### src/pkg/dmt_pkg.sv
// package: register map, field positions, keys and reset values of the deadman timer
package dmt_pkg;
    localparam int unsigned CNT_W = 32;
    localparam int unsigned HALF_W = 16;
    localparam int unsigned KEY_W = 8;
    localparam int unsigned ADDR_W = 4;

    // --------------------------------------------------------------
    // register offsets (word index on the register port)
    // --------------------------------------------------------------
    localparam logic [3:0] OFS_CONTROL = 4'h0;
    localparam logic [3:0] OFS_PRECLEAR = 4'h1;
    localparam logic [3:0] OFS_CLEAR = 4'h2;
    localparam logic [3:0] OFS_STATUS = 4'h3;
    localparam logic [3:0] OFS_CNT_LOW = 4'h4;
    localparam logic [3:0] OFS_CNT_HIGH = 4'h5;
    localparam logic [3:0] OFS_TMO_LOW = 4'h6;
    localparam logic [3:0] OFS_TMO_HIGH = 4'h7;
    localparam logic [3:0] OFS_INTV_LOW = 4'h8;
    localparam logic [3:0] OFS_INTV_HIGH = 4'h9;
    localparam logic [3:0] OFS_HOLD = 4'hA;

    // --------------------------------------------------------------
    // field positions
    // --------------------------------------------------------------
    localparam int unsigned ON_BIT = 15;
    localparam int unsigned PRE_LSB = 8;
    localparam int unsigned CLR_LSB = 0;
    localparam int unsigned BAD_PRE_BIT = 7;
    localparam int unsigned BAD_CLR_BIT = 6;
    localparam int unsigned EVENT_BIT = 5;
    localparam int unsigned WIN_BIT = 0;

    // --------------------------------------------------------------
    // keys and reset values
    // --------------------------------------------------------------
    localparam logic [7:0] PRECLEAR_KEY = 8'h40;
    localparam logic [7:0] CLEAR_KEY = 8'h08;
    localparam logic [7:0] KEY_RST = 8'h00;
    localparam logic [15:0] REG_RST = 16'h0000;
    localparam logic [31:0] CNT_RST = 32'h0000_0000;

    function automatic logic addr_hit(input logic [3:0] addr, input logic [3:0] ofs);
        return addr == ofs;
    endfunction : addr_hit
endpackage : dmt_pkg

### src/pkg/dmt_cnt_if.sv
// interface: control and state between the register block and the fetch counter
interface dmt_cnt_if;
    logic run_en;
    logic fetch;
    logic sleep;
    logic clear;
    logic [31:0] timeout;
    logic [31:0] interval;
    logic [31:0] count;
    logic expired;
    logic win_open;

    modport ctl (
        output run_en, fetch, sleep, clear, timeout, interval,
        input count, expired, win_open
    );
    modport cnt (
        input run_en, fetch, sleep, clear, timeout, interval,
        output count, expired, win_open
    );
endinterface : dmt_cnt_if

### src/rtl/dmt_fetch_counter.sv
// fetch counter: counts instruction fetches up to the timeout match value
module dmt_fetch_counter (
    input wire logic clk_sys_i,
    input wire logic rst_i,
    dmt_cnt_if.cnt c
);
    logic [31:0] count_r;
    logic [31:0] count_nxt;
    logic step;

    // no fetches in sleep, and counting stops at the match
    assign step = c.run_en & c.fetch & ~c.sleep & ~c.expired;
    assign count_nxt = count_r + 32'h0000_0001;
    assign c.count = count_r;
    assign c.expired = (count_r == c.timeout);
    assign c.win_open = (count_r >= c.interval);

    always_ff @(posedge clk_sys_i or posedge rst_i) begin
        if (rst_i) begin
            count_r <= dmt_pkg::CNT_RST;
        end else if (c.clear) begin
            count_r <= dmt_pkg::CNT_RST;
        end else if (step) begin
            count_r <= count_nxt;
        end
    end
endmodule : dmt_fetch_counter

### src/rtl/dmt_deadman_timer.sv
// deadman timer: key-sequenced clear, status, fuse mirrors and fetch counter
//
// Notes on behaviour
// - 32-bit counter advances per fetch until match
// - no counting while the processor sleeps
// - timeout match comes from two fuse halves
// - enabled by fuse or by software bit
// - software bit only works if fuse_disable low
// - enable bit 15 is set-only by software, resets low, clears on reset event
// - key 0x40 in bits 15-8 arms preclear
// - other preclear pattern sets bad_preclear_flag
// - preclear field clears on reset event, good clear
// - key 0x08 after preclear clears counter, keys
// - counter reads show restart after good clear
// - wrong clear key: flag, keep preclear, store
// - bad flags in status bits 7, 6
// - event flag bit 5 on expiry or bad key while enabled
// - status bit 0 shows clear window open
// - event drives interrupt to processor
// - live counter read as two 16-bit halves
// - hold register loads upper half on counter read
// - timeout and interval mirrored in status registers
module dmt_deadman_timer (
    input wire logic clk_sys_i,
    input wire logic rst_i,
    input wire logic fetch_i,
    input wire logic sleep_i,
    input wire logic timer_reset_i,
    input wire logic fuse_enable_i,
    input wire logic fuse_disable_i,
    input wire logic [15:0] timeout_fuse_low_i,
    input wire logic [15:0] timeout_fuse_high_i,
    input wire logic [15:0] interval_fuse_low_i,
    input wire logic [15:0] interval_fuse_high_i,
    input wire logic [3:0] addr_i,
    input wire logic [15:0] wdata_i,
    input wire logic wr_i,
    input wire logic rd_i,
    output logic [15:0] rdata_o,
    output logic event_irq_o
);
    // --------------------------------------------------------------
    // state
    // --------------------------------------------------------------
    logic fuse_ld_r;
    logic fen_r;
    logic fdis_r;
    logic [31:0] timeout_r;
    logic [31:0] interval_r;
    logic on_r;
    logic [7:0] pre_r;
    logic [7:0] clr_r;
    logic bad_pre_r;
    logic bad_clr_r;
    logic evt_r;
    logic [15:0] hold_r;
    logic [15:0] rdata_r;
    logic [15:0] rdata_nxt;

    dmt_cnt_if c ();

    dmt_fetch_counter u_cnt (
        .clk_sys_i(clk_sys_i),
        .rst_i(rst_i),
        .c(c.cnt)
    );

    // --------------------------------------------------------------
    // decode
    // --------------------------------------------------------------
    logic wr_ctl;
    logic wr_pre;
    logic wr_clr;
    logic rd_cnt;
    logic [7:0] pre_key;
    logic [7:0] clr_key;
    logic pre_ok;
    logic clr_good;
    logic pre_bad;
    logic clr_bad;
    logic run_en;
    logic evt_set;
    logic [15:0] ctl_w;
    logic [15:0] pre_w;
    logic [15:0] clr_w;
    logic [15:0] stat_w;

    assign wr_ctl = wr_i & dmt_pkg::addr_hit(addr_i, dmt_pkg::OFS_CONTROL);
    assign wr_pre = wr_i & dmt_pkg::addr_hit(addr_i, dmt_pkg::OFS_PRECLEAR);
    assign wr_clr = wr_i & dmt_pkg::addr_hit(addr_i, dmt_pkg::OFS_CLEAR);
    assign rd_cnt = rd_i & (dmt_pkg::addr_hit(addr_i, dmt_pkg::OFS_CNT_LOW)
                    | dmt_pkg::addr_hit(addr_i, dmt_pkg::OFS_CNT_HIGH));
    assign pre_key = wdata_i[dmt_pkg::PRE_LSB +: dmt_pkg::KEY_W];
    assign clr_key = wdata_i[dmt_pkg::CLR_LSB +: dmt_pkg::KEY_W];
    assign pre_ok = (pre_key == dmt_pkg::PRECLEAR_KEY);
    // clear key counts only when the preclear is armed
    assign clr_good = wr_clr & (clr_key == dmt_pkg::CLEAR_KEY)
                      & (pre_r == dmt_pkg::PRECLEAR_KEY);
    assign pre_bad = wr_pre & ~pre_ok;
    assign clr_bad = wr_clr & ~clr_good;

    // fuse enables outright; software bit counts only without fuse disable
    assign run_en = fuse_ld_r & (fen_r | (~fdis_r & on_r));
    assign evt_set = run_en & (c.expired | pre_bad | clr_bad);

    assign c.run_en = run_en;
    assign c.fetch = fetch_i;
    assign c.sleep = sleep_i;
    assign c.clear = clr_good | timer_reset_i;
    assign c.timeout = timeout_r;
    assign c.interval = interval_r;

    // --------------------------------------------------------------
    // fuse capture after reset release
    // --------------------------------------------------------------
    always_ff @(posedge clk_sys_i or posedge rst_i) begin
        if (rst_i) begin
            fuse_ld_r <= 1'b0;
            fen_r <= 1'b0;
            fdis_r <= 1'b0;
            timeout_r <= dmt_pkg::CNT_RST;
            interval_r <= dmt_pkg::CNT_RST;
        end else if (!fuse_ld_r) begin
            fuse_ld_r <= 1'b1;
            fen_r <= fuse_enable_i;
            fdis_r <= fuse_disable_i;
            timeout_r <= {timeout_fuse_high_i, timeout_fuse_low_i};
            interval_r <= {interval_fuse_high_i, interval_fuse_low_i};
        end
    end

    // --------------------------------------------------------------
    // control and keys
    // --------------------------------------------------------------
    always_ff @(posedge clk_sys_i or posedge rst_i) begin
        if (rst_i) begin
            on_r <= 1'b0;
        end else if (wr_ctl && wdata_i[dmt_pkg::ON_BIT]) begin
            on_r <= 1'b1;
        end else if (timer_reset_i) begin
            on_r <= 1'b0;
        end
    end

    always_ff @(posedge clk_sys_i or posedge rst_i) begin
        if (rst_i) begin
            pre_r <= dmt_pkg::KEY_RST;
        end else if (wr_pre) begin
            pre_r <= pre_key;
        end else if (clr_good || timer_reset_i) begin
            pre_r <= dmt_pkg::KEY_RST;
        end
    end

    always_ff @(posedge clk_sys_i or posedge rst_i) begin
        if (rst_i) begin
            clr_r <= dmt_pkg::KEY_RST;
        end else if (clr_good) begin
            clr_r <= dmt_pkg::KEY_RST;
        end else if (wr_clr) begin
            clr_r <= clr_key;
        end else if (timer_reset_i) begin
            clr_r <= dmt_pkg::KEY_RST;
        end
    end

    // --------------------------------------------------------------
    // status flags: set wins over the hardware clear
    // --------------------------------------------------------------
    always_ff @(posedge clk_sys_i or posedge rst_i) begin
        if (rst_i) begin
            bad_pre_r <= 1'b0;
            bad_clr_r <= 1'b0;
            evt_r <= 1'b0;
        end else begin
            bad_pre_r <= pre_bad | (bad_pre_r & ~timer_reset_i);
            bad_clr_r <= clr_bad | (bad_clr_r & ~timer_reset_i);
            evt_r <= evt_set | (evt_r & ~timer_reset_i);
        end
    end

    assign event_irq_o = evt_r;

    // --------------------------------------------------------------
    // hold register and read port
    // --------------------------------------------------------------
    always_ff @(posedge clk_sys_i or posedge rst_i) begin
        if (rst_i) begin
            hold_r <= dmt_pkg::REG_RST;
        end else if (rd_cnt) begin
            hold_r <= c.count[31:16];
        end
    end

    assign ctl_w = 16'(on_r) << dmt_pkg::ON_BIT;
    assign pre_w = 16'(pre_r) << dmt_pkg::PRE_LSB;
    assign clr_w = 16'(clr_r) << dmt_pkg::CLR_LSB;
    assign stat_w = (16'(bad_pre_r) << dmt_pkg::BAD_PRE_BIT)
                    | (16'(bad_clr_r) << dmt_pkg::BAD_CLR_BIT)
                    | (16'(evt_r) << dmt_pkg::EVENT_BIT)
                    | (16'(c.win_open) << dmt_pkg::WIN_BIT);

    assign rdata_nxt =
        !rd_i ? dmt_pkg::REG_RST :
        dmt_pkg::addr_hit(addr_i, dmt_pkg::OFS_CONTROL) ? ctl_w :
        dmt_pkg::addr_hit(addr_i, dmt_pkg::OFS_PRECLEAR) ? pre_w :
        dmt_pkg::addr_hit(addr_i, dmt_pkg::OFS_CLEAR) ? clr_w :
        dmt_pkg::addr_hit(addr_i, dmt_pkg::OFS_STATUS) ? stat_w :
        dmt_pkg::addr_hit(addr_i, dmt_pkg::OFS_CNT_LOW) ? c.count[15:0] :
        dmt_pkg::addr_hit(addr_i, dmt_pkg::OFS_CNT_HIGH) ? c.count[31:16] :
        dmt_pkg::addr_hit(addr_i, dmt_pkg::OFS_TMO_LOW) ? timeout_r[15:0] :
        dmt_pkg::addr_hit(addr_i, dmt_pkg::OFS_TMO_HIGH) ? timeout_r[31:16] :
        dmt_pkg::addr_hit(addr_i, dmt_pkg::OFS_INTV_LOW) ? interval_r[15:0] :
        dmt_pkg::addr_hit(addr_i, dmt_pkg::OFS_INTV_HIGH) ? interval_r[31:16] :
        dmt_pkg::addr_hit(addr_i, dmt_pkg::OFS_HOLD) ? hold_r :
        dmt_pkg::REG_RST;

    always_ff @(posedge clk_sys_i or posedge rst_i) begin
        if (rst_i) begin
            rdata_r <= dmt_pkg::REG_RST;
        end else begin
            rdata_r <= rdata_nxt;
        end
    end

    assign rdata_o = rdata_r;
endmodule : dmt_deadman_timer

### config.mk
export PLATFORM = sky130hd
export DESIGN_NAME = dmt_deadman_timer
export DESIGN_NICKNAME = d
export VERILOG_FILES = /design/src/pkg/dmt_pkg.sv /design/src/pkg/dmt_cnt_if.sv /design/src/rtl/dmt_fetch_counter.sv /design/src/rtl/dmt_deadman_timer.sv
export SDC_FILE = /design/constraint.sdc
export NUM_CORES = 1
export LEC_CHECK = 0
export BUFFER_PORTS_ARGS = -buffer_cell sky130_fd_sc_hd__buf_2
export CAP_MARGIN = 20
export CELL_PAD_IN_SITES_DETAIL_PLACEMENT = 0
export CELL_PAD_IN_SITES_GLOBAL_PLACEMENT = 1
export CORE_ASPECT_RATIO = 0.75
export CORE_MARGIN = 2
export CORE_UTILIZATION = 35
export CTS_CLUSTER_SIZE = 12
export DETAILED_ROUTE_END_ITERATION = 7
export PLACE_DENSITY = 0.65
export RECOVER_POWER = 25
export REMOVE_ABC_BUFFERS = 1
export SYNTH_ARGS = -nofsm -noshare
export SYNTH_HDL_FRONTEND = slang
export SYNTH_HIERARCHICAL = 1
export SYNTH_SLANG_ARGS = --single-unit
### constraint.sdc
create_clock -name clk_sys_i -period 7.8 [get_ports clk_sys_i]
set_input_delay 0.78 -clock clk_sys_i [delete_from_list [all_inputs] [get_ports clk_sys_i]]
set_output_delay 0.78 -clock clk_sys_i [all_outputs]
set_load 0.02 [all_outputs]
==> reports/summary.md <==
Measured against its own limit, the worst slew margin works out to -72.72%. The run gives 4 as the number of H-tree levels. The floorplan has 50 rows. After clock tree synthesis, the repair step resized 0 gates. The max-cap violation count was 2; the actual slew at the worst max-slew pin was 2.577 ns.

The nature of the critical path endpoint is a flop. The tools report the number of max-slew violations in the final report as 89. The total negative slack came out at 0 ns. For this run, design rule violations remaining after detail routing come to 0. Counting cells, the worst reg-to-reg path comes to 11. In this run, CTS created clock tree buffers numbering 17. Entering global routing, the biggest net connects 67 pins. STA classifies the critical path startpoint as a flop. The count of endpoints failing hold in the final timing report was 0; the final core area utilization was 41.26%. From synthesis to final layout, the design area changed by 15.73%. The power density normalized to cell area was 194.5 nW/µm². The height of the die was 142.1 µm; the overall routing resource usage was 21.39%.

The post-synthesis cell type count came out at 72. Summing over every cut layer, the via total after detailed routing is 7212. Using the TritonRoute via totals, the vias-per-cell ratio works out to 5.489. The final reports fail on capacitance limit, slew limit.

The worst clock skew on the final layout came out at 0.01429 ns. The tools report the total routed wirelength as 27910 µm. Of all flip-flops after synthesis, the portion carrying an async set or reset was 100.0%.

The clock sink count was 151. The count of flip-flops with a built-in enable after synthesis came out at 0. Post-route clock period utilization: 39.51%. On the final layout, the worst hold slack is 0.5076 ns. The post-route netlist has 26.36% of its cells at a drive strength greater than 1. After synthesis the cells add up to 8900 µm². TritonCTS built the clock tree. Data on the critical path is required at its endpoint by 8.12 ns.

By startpoint and endpoint, the worst setup path is classified as flop to flop. The fill cell total of the finished layout was 2449; the count of routing violations after the opening detailed-route iteration was 569. The core region is 24960 µm². The port buffer count was 109. The average wire per standard cell works out to 21.24 µm.

Timing would allow up to 0.3245 GHz. First-pass GRT wire length: 43130 µm. Setup repair after global routing left no endpoint under its margin.

In this run, post-CTS hold repair placed 0 buffers. Each instance of the synthesized netlist takes up on average 10.14 µm². At the end of routability-driven placement, the weighted congestion stood at 0.8649. The number of storage elements in the synthesis netlist is 151, and the worst ir drop on vdd is 0.0001578 V. Of all nets on the critical path, the largest fanout is 8.

The sequential share of the synthesized area came out at 42.46%. The depth of the worst hold-timing path was 1; the die outline area was 26730 µm². Setup violations remaining at the end of the flow were counted as 0. Clock-pin slew was measured on the worst setup and hold paths at 0.06 ns.

For the reported leakage power, the log shows 4.840 nW. Worst min-delay path category: flop to flop. The logs give 0 for the number of antenna violations at the first check in global routing and 2 for the buffer levels on the longest clock path.

Yosys printed 6 warnings. At the later pin of the worst-skew pair, clock insertion delay measures 0.45 ns. For the net total in the final layout, the log shows 1089. For the finished layout, the period the worst path requires is 3.082 ns. The initial standard-cell utilization of the core came out at 35.65%. The top flip-flop cell by instance count after synthesis was sky130_fd_sc_hd__dfrtp_1. The number of nets with antenna violations after detailed routing is 0. Synthesis handed over a netlist of 878 instances.

The pre-antenna-repair detailed-routing pass consisted of 5 iterations. For this run the aggregate overflow at the end of global routing stands at 0. The floorplan step set the die width to 188.1 µm. The run finished, with violations left. The data arrival time of the worst path was 3.40 ns.

The number of global-route vias before repair is 6990. The cell at the root of the clock tree was sky130_fd_sc_hd__clkbuf_16. For the post-CTS setup repair buffer count, the log shows 0.

In this run the count of I/O pins placed on the die edge is 110. The HPWL after detailed placement is 19710 µm.
## state kept, by name, indices dropped and copies added, names as in the netlist
name and flops:
on_r 1, fdis_r 1, bad_pre_r 1, bad_clr_r 1, pre_r 8, c.timeout 32, c.interval 32, event_irq_o 1
hold_r 16, fen_r 1, u_cnt/c.count 32, rdata_o 16, clr_r 8, fuse_ld_r 1
## worst max-delay path, stage by stage, from the launching register on
cell,delay (ns)
sky130_fd_sc_hd__dfrtp_1,0.62
sky130_fd_sc_hd__ha_1,0.33
sky130_fd_sc_hd__a211o_1,0.29
sky130_fd_sc_hd__a31oi_1,0.14
sky130_fd_sc_hd__o221ai_1,0.15
sky130_fd_sc_hd__a221oi_1,0.48
sky130_fd_sc_hd__o21ai_0,0.23
sky130_fd_sc_hd__a311o_1,0.35
sky130_fd_sc_hd__mux2i_1,0.13
sky130_fd_sc_hd__a21oi_1,0.08
sky130_fd_sc_hd__nand2_1,0.10
sky130_fd_sc_hd__o22ai_1,0.06
## worst paths after layout
| kind | start | endpoint | slack (ns) |
|---|---|---|---|
| worst max register to register | u_cnt/c.count[2]$_DFFE_PP0P_ | rdata_o[0]$_DFF_PP0_ | 4.72 |
| min in group asynchronous | rst_i | c.interval[9]$_DFFE_PP0N_ | 1.05 |
| worst min-delay path | hold_r[9]$_DFFE_PP0P_ | hold_r[9]$_DFFE_PP0P_ | 0.51 |
| worst min register to register | hold_r[9]$_DFFE_PP0P_ | hold_r[9]$_DFFE_PP0P_ | 0.51 |
| worst max-delay path | u_cnt/c.count[2]$_DFFE_PP0P_ | rdata_o[0]$_DFF_PP0_ | 4.72 |
| max in group asynchronous | rst_i | fuse_ld_r$_DFF_PP0_ | 4.90 |
## cell usage in the layout, fill, tap and decap left out, types with 29 or more instances in the layout
cell / instances
sky130_fd_sc_hd__dfrtp_1: 150
sky130_fd_sc_hd__buf_2: 108
sky130_fd_sc_hd__mux2_2: 88
sky130_fd_sc_hd__a21oi_1: 57
sky130_fd_sc_hd__o21ai_0: 50
sky130_fd_sc_hd__inv_1: 49
sky130_fd_sc_hd__nand2_1: 48
sky130_fd_sc_hd__xor2_1: 34
sky130_fd_sc_hd__ha_1: 33
sky130_fd_sc_hd__nor2_1: 29
## cell families after synthesis
| group | synth area share (%) |
|---|---|
| and+or+nand+nor | 15.61 |
| AOI/OAI and AO/OA | 14.90 |
| DFF | 42.46 |
| muxes | 13.50 |
| buffers and inverters | 5.412 |
| xor gates and xnor gates | 3.444 |
| adders and majority gates | 4.639 |
| other | 0.04214 |
## cells in the mapped netlist (2+ instances only)
cell type                   instances  area [µm²]
sky130_fd_sc_hd__or3_1             10       62.56
sky130_fd_sc_hd__or3_2              2       15.01
sky130_fd_sc_hd__inv_1             51       191.4
sky130_fd_sc_hd__and3_1            15       93.84
sky130_fd_sc_hd__xor2_1            34       297.8
sky130_fd_sc_hd__a21oi_1           57       285.3
sky130_fd_sc_hd__nand3_1           17       85.08
sky130_fd_sc_hd__nor2b_1           23       143.9
sky130_fd_sc_hd__nand2b_1          16       100.1
sky130_fd_sc_hd__o31ai_1           13       97.59
sky130_fd_sc_hd__mux2_2            88       991.0
sky130_fd_sc_hd__a221oi_1           2       17.52
sky130_fd_sc_hd__a22o_1            16       140.1
sky130_fd_sc_hd__nor3b_1           13       97.59
sky130_fd_sc_hd__buf_6              2       22.52
sky130_fd_sc_hd__a211oi_1           5       37.54
sky130_fd_sc_hd__ha_1              33       412.9
sky130_fd_sc_hd__o22ai_1           13       81.33
sky130_fd_sc_hd__buf_2             25       125.1
sky130_fd_sc_hd__a211oi_2           3       37.54
sky130_fd_sc_hd__or4_1             11       82.58
sky130_fd_sc_hd__nor4_1            14       87.58
sky130_fd_sc_hd__nor2_1            29       108.9
sky130_fd_sc_hd__clkbuf_1          14       52.55
sky130_fd_sc_hd__a311o_1            2       20.02
sky130_fd_sc_hd__nand3b_1           5       37.54
sky130_fd_sc_hd__o21ai_0           51       255.2
sky130_fd_sc_hd__a211o_1            2       17.52
sky130_fd_sc_hd__a21o_1             9       67.56
sky130_fd_sc_hd__nand4_1           13       81.33
sky130_fd_sc_hd__mux2i_1           21       210.2
sky130_fd_sc_hd__a31oi_1            8       50.05
sky130_fd_sc_hd__nand2_1           48       180.2
sky130_fd_sc_hd__nand4_4            2       42.54
sky130_fd_sc_hd__nor4b_1            3       26.28
sky130_fd_sc_hd__a2bb2oi_1          4       35.03
sky130_fd_sc_hd__o21a_1             3       22.52
sky130_fd_sc_hd__o21ai_1            5       25.02
sky130_fd_sc_hd__buf_4              8       60.06
sky130_fd_sc_hd__dfrtp_1          151        3779
sky130_fd_sc_hd__buf_1              3       11.26
sky130_fd_sc_hd__o311a_1            4       40.04
## metal layers
layer  GRT usage (%)  part of all wire [%]  vias up  wire length [µm]
met5               0                     0        -                 0
met4           5.512                   1.4        0               401
met3           3.698                   6.5       31              1826
met2           30.76                    41      244             11490
met1           32.81                    51     3565             14200
li1                -                     -     3372                 -
## stage by stage
step | setup slack [ns] | instances | total power [W] | instance area [µm²]
floorplan | 3.863 | 824 | 0.001007 | 8613
global placement | 4.550 | 1281 | 0.001115 | 9667
detailed placement | 4.490 | 1282 | 0.001116 | 9678
CTS | 4.772 | 1313 | 0.002023 | 10300
global route | 4.356 | 1313 | 0.002089 | 10300
finish | 4.718 | 1314 | 0.002003 | 10300
## area by class of cell
type / instances / area, µm² / share of cell area, %
Clock inverter: 14 / 200.2 / 1.944
Sequential cell: 151 / 3780 / 36.70
Clock buffer: 17 / 425.4 / 4.130
Antenna cell: 1 / 2.502 / 0.02430
Inverter: 52 / 196.4 / 1.907
Timing Repair Buffer: 120 / 626.9 / 6.086
Multi-Input combinational cell: 621 / 4646 / 45.10
Tap cell: 338 / 422.9 / 4.106
## power breakdown
part           switching, W  total, W  internal, W
logic              0.000131  0.000232     0.000100
clock network      0.000365  0.000902     0.000537
registers         0.0000457  0.000870     0.000824
total              0.000542   0.00200      0.00146
Note: power is estimated with default switching activity, not from simulation.
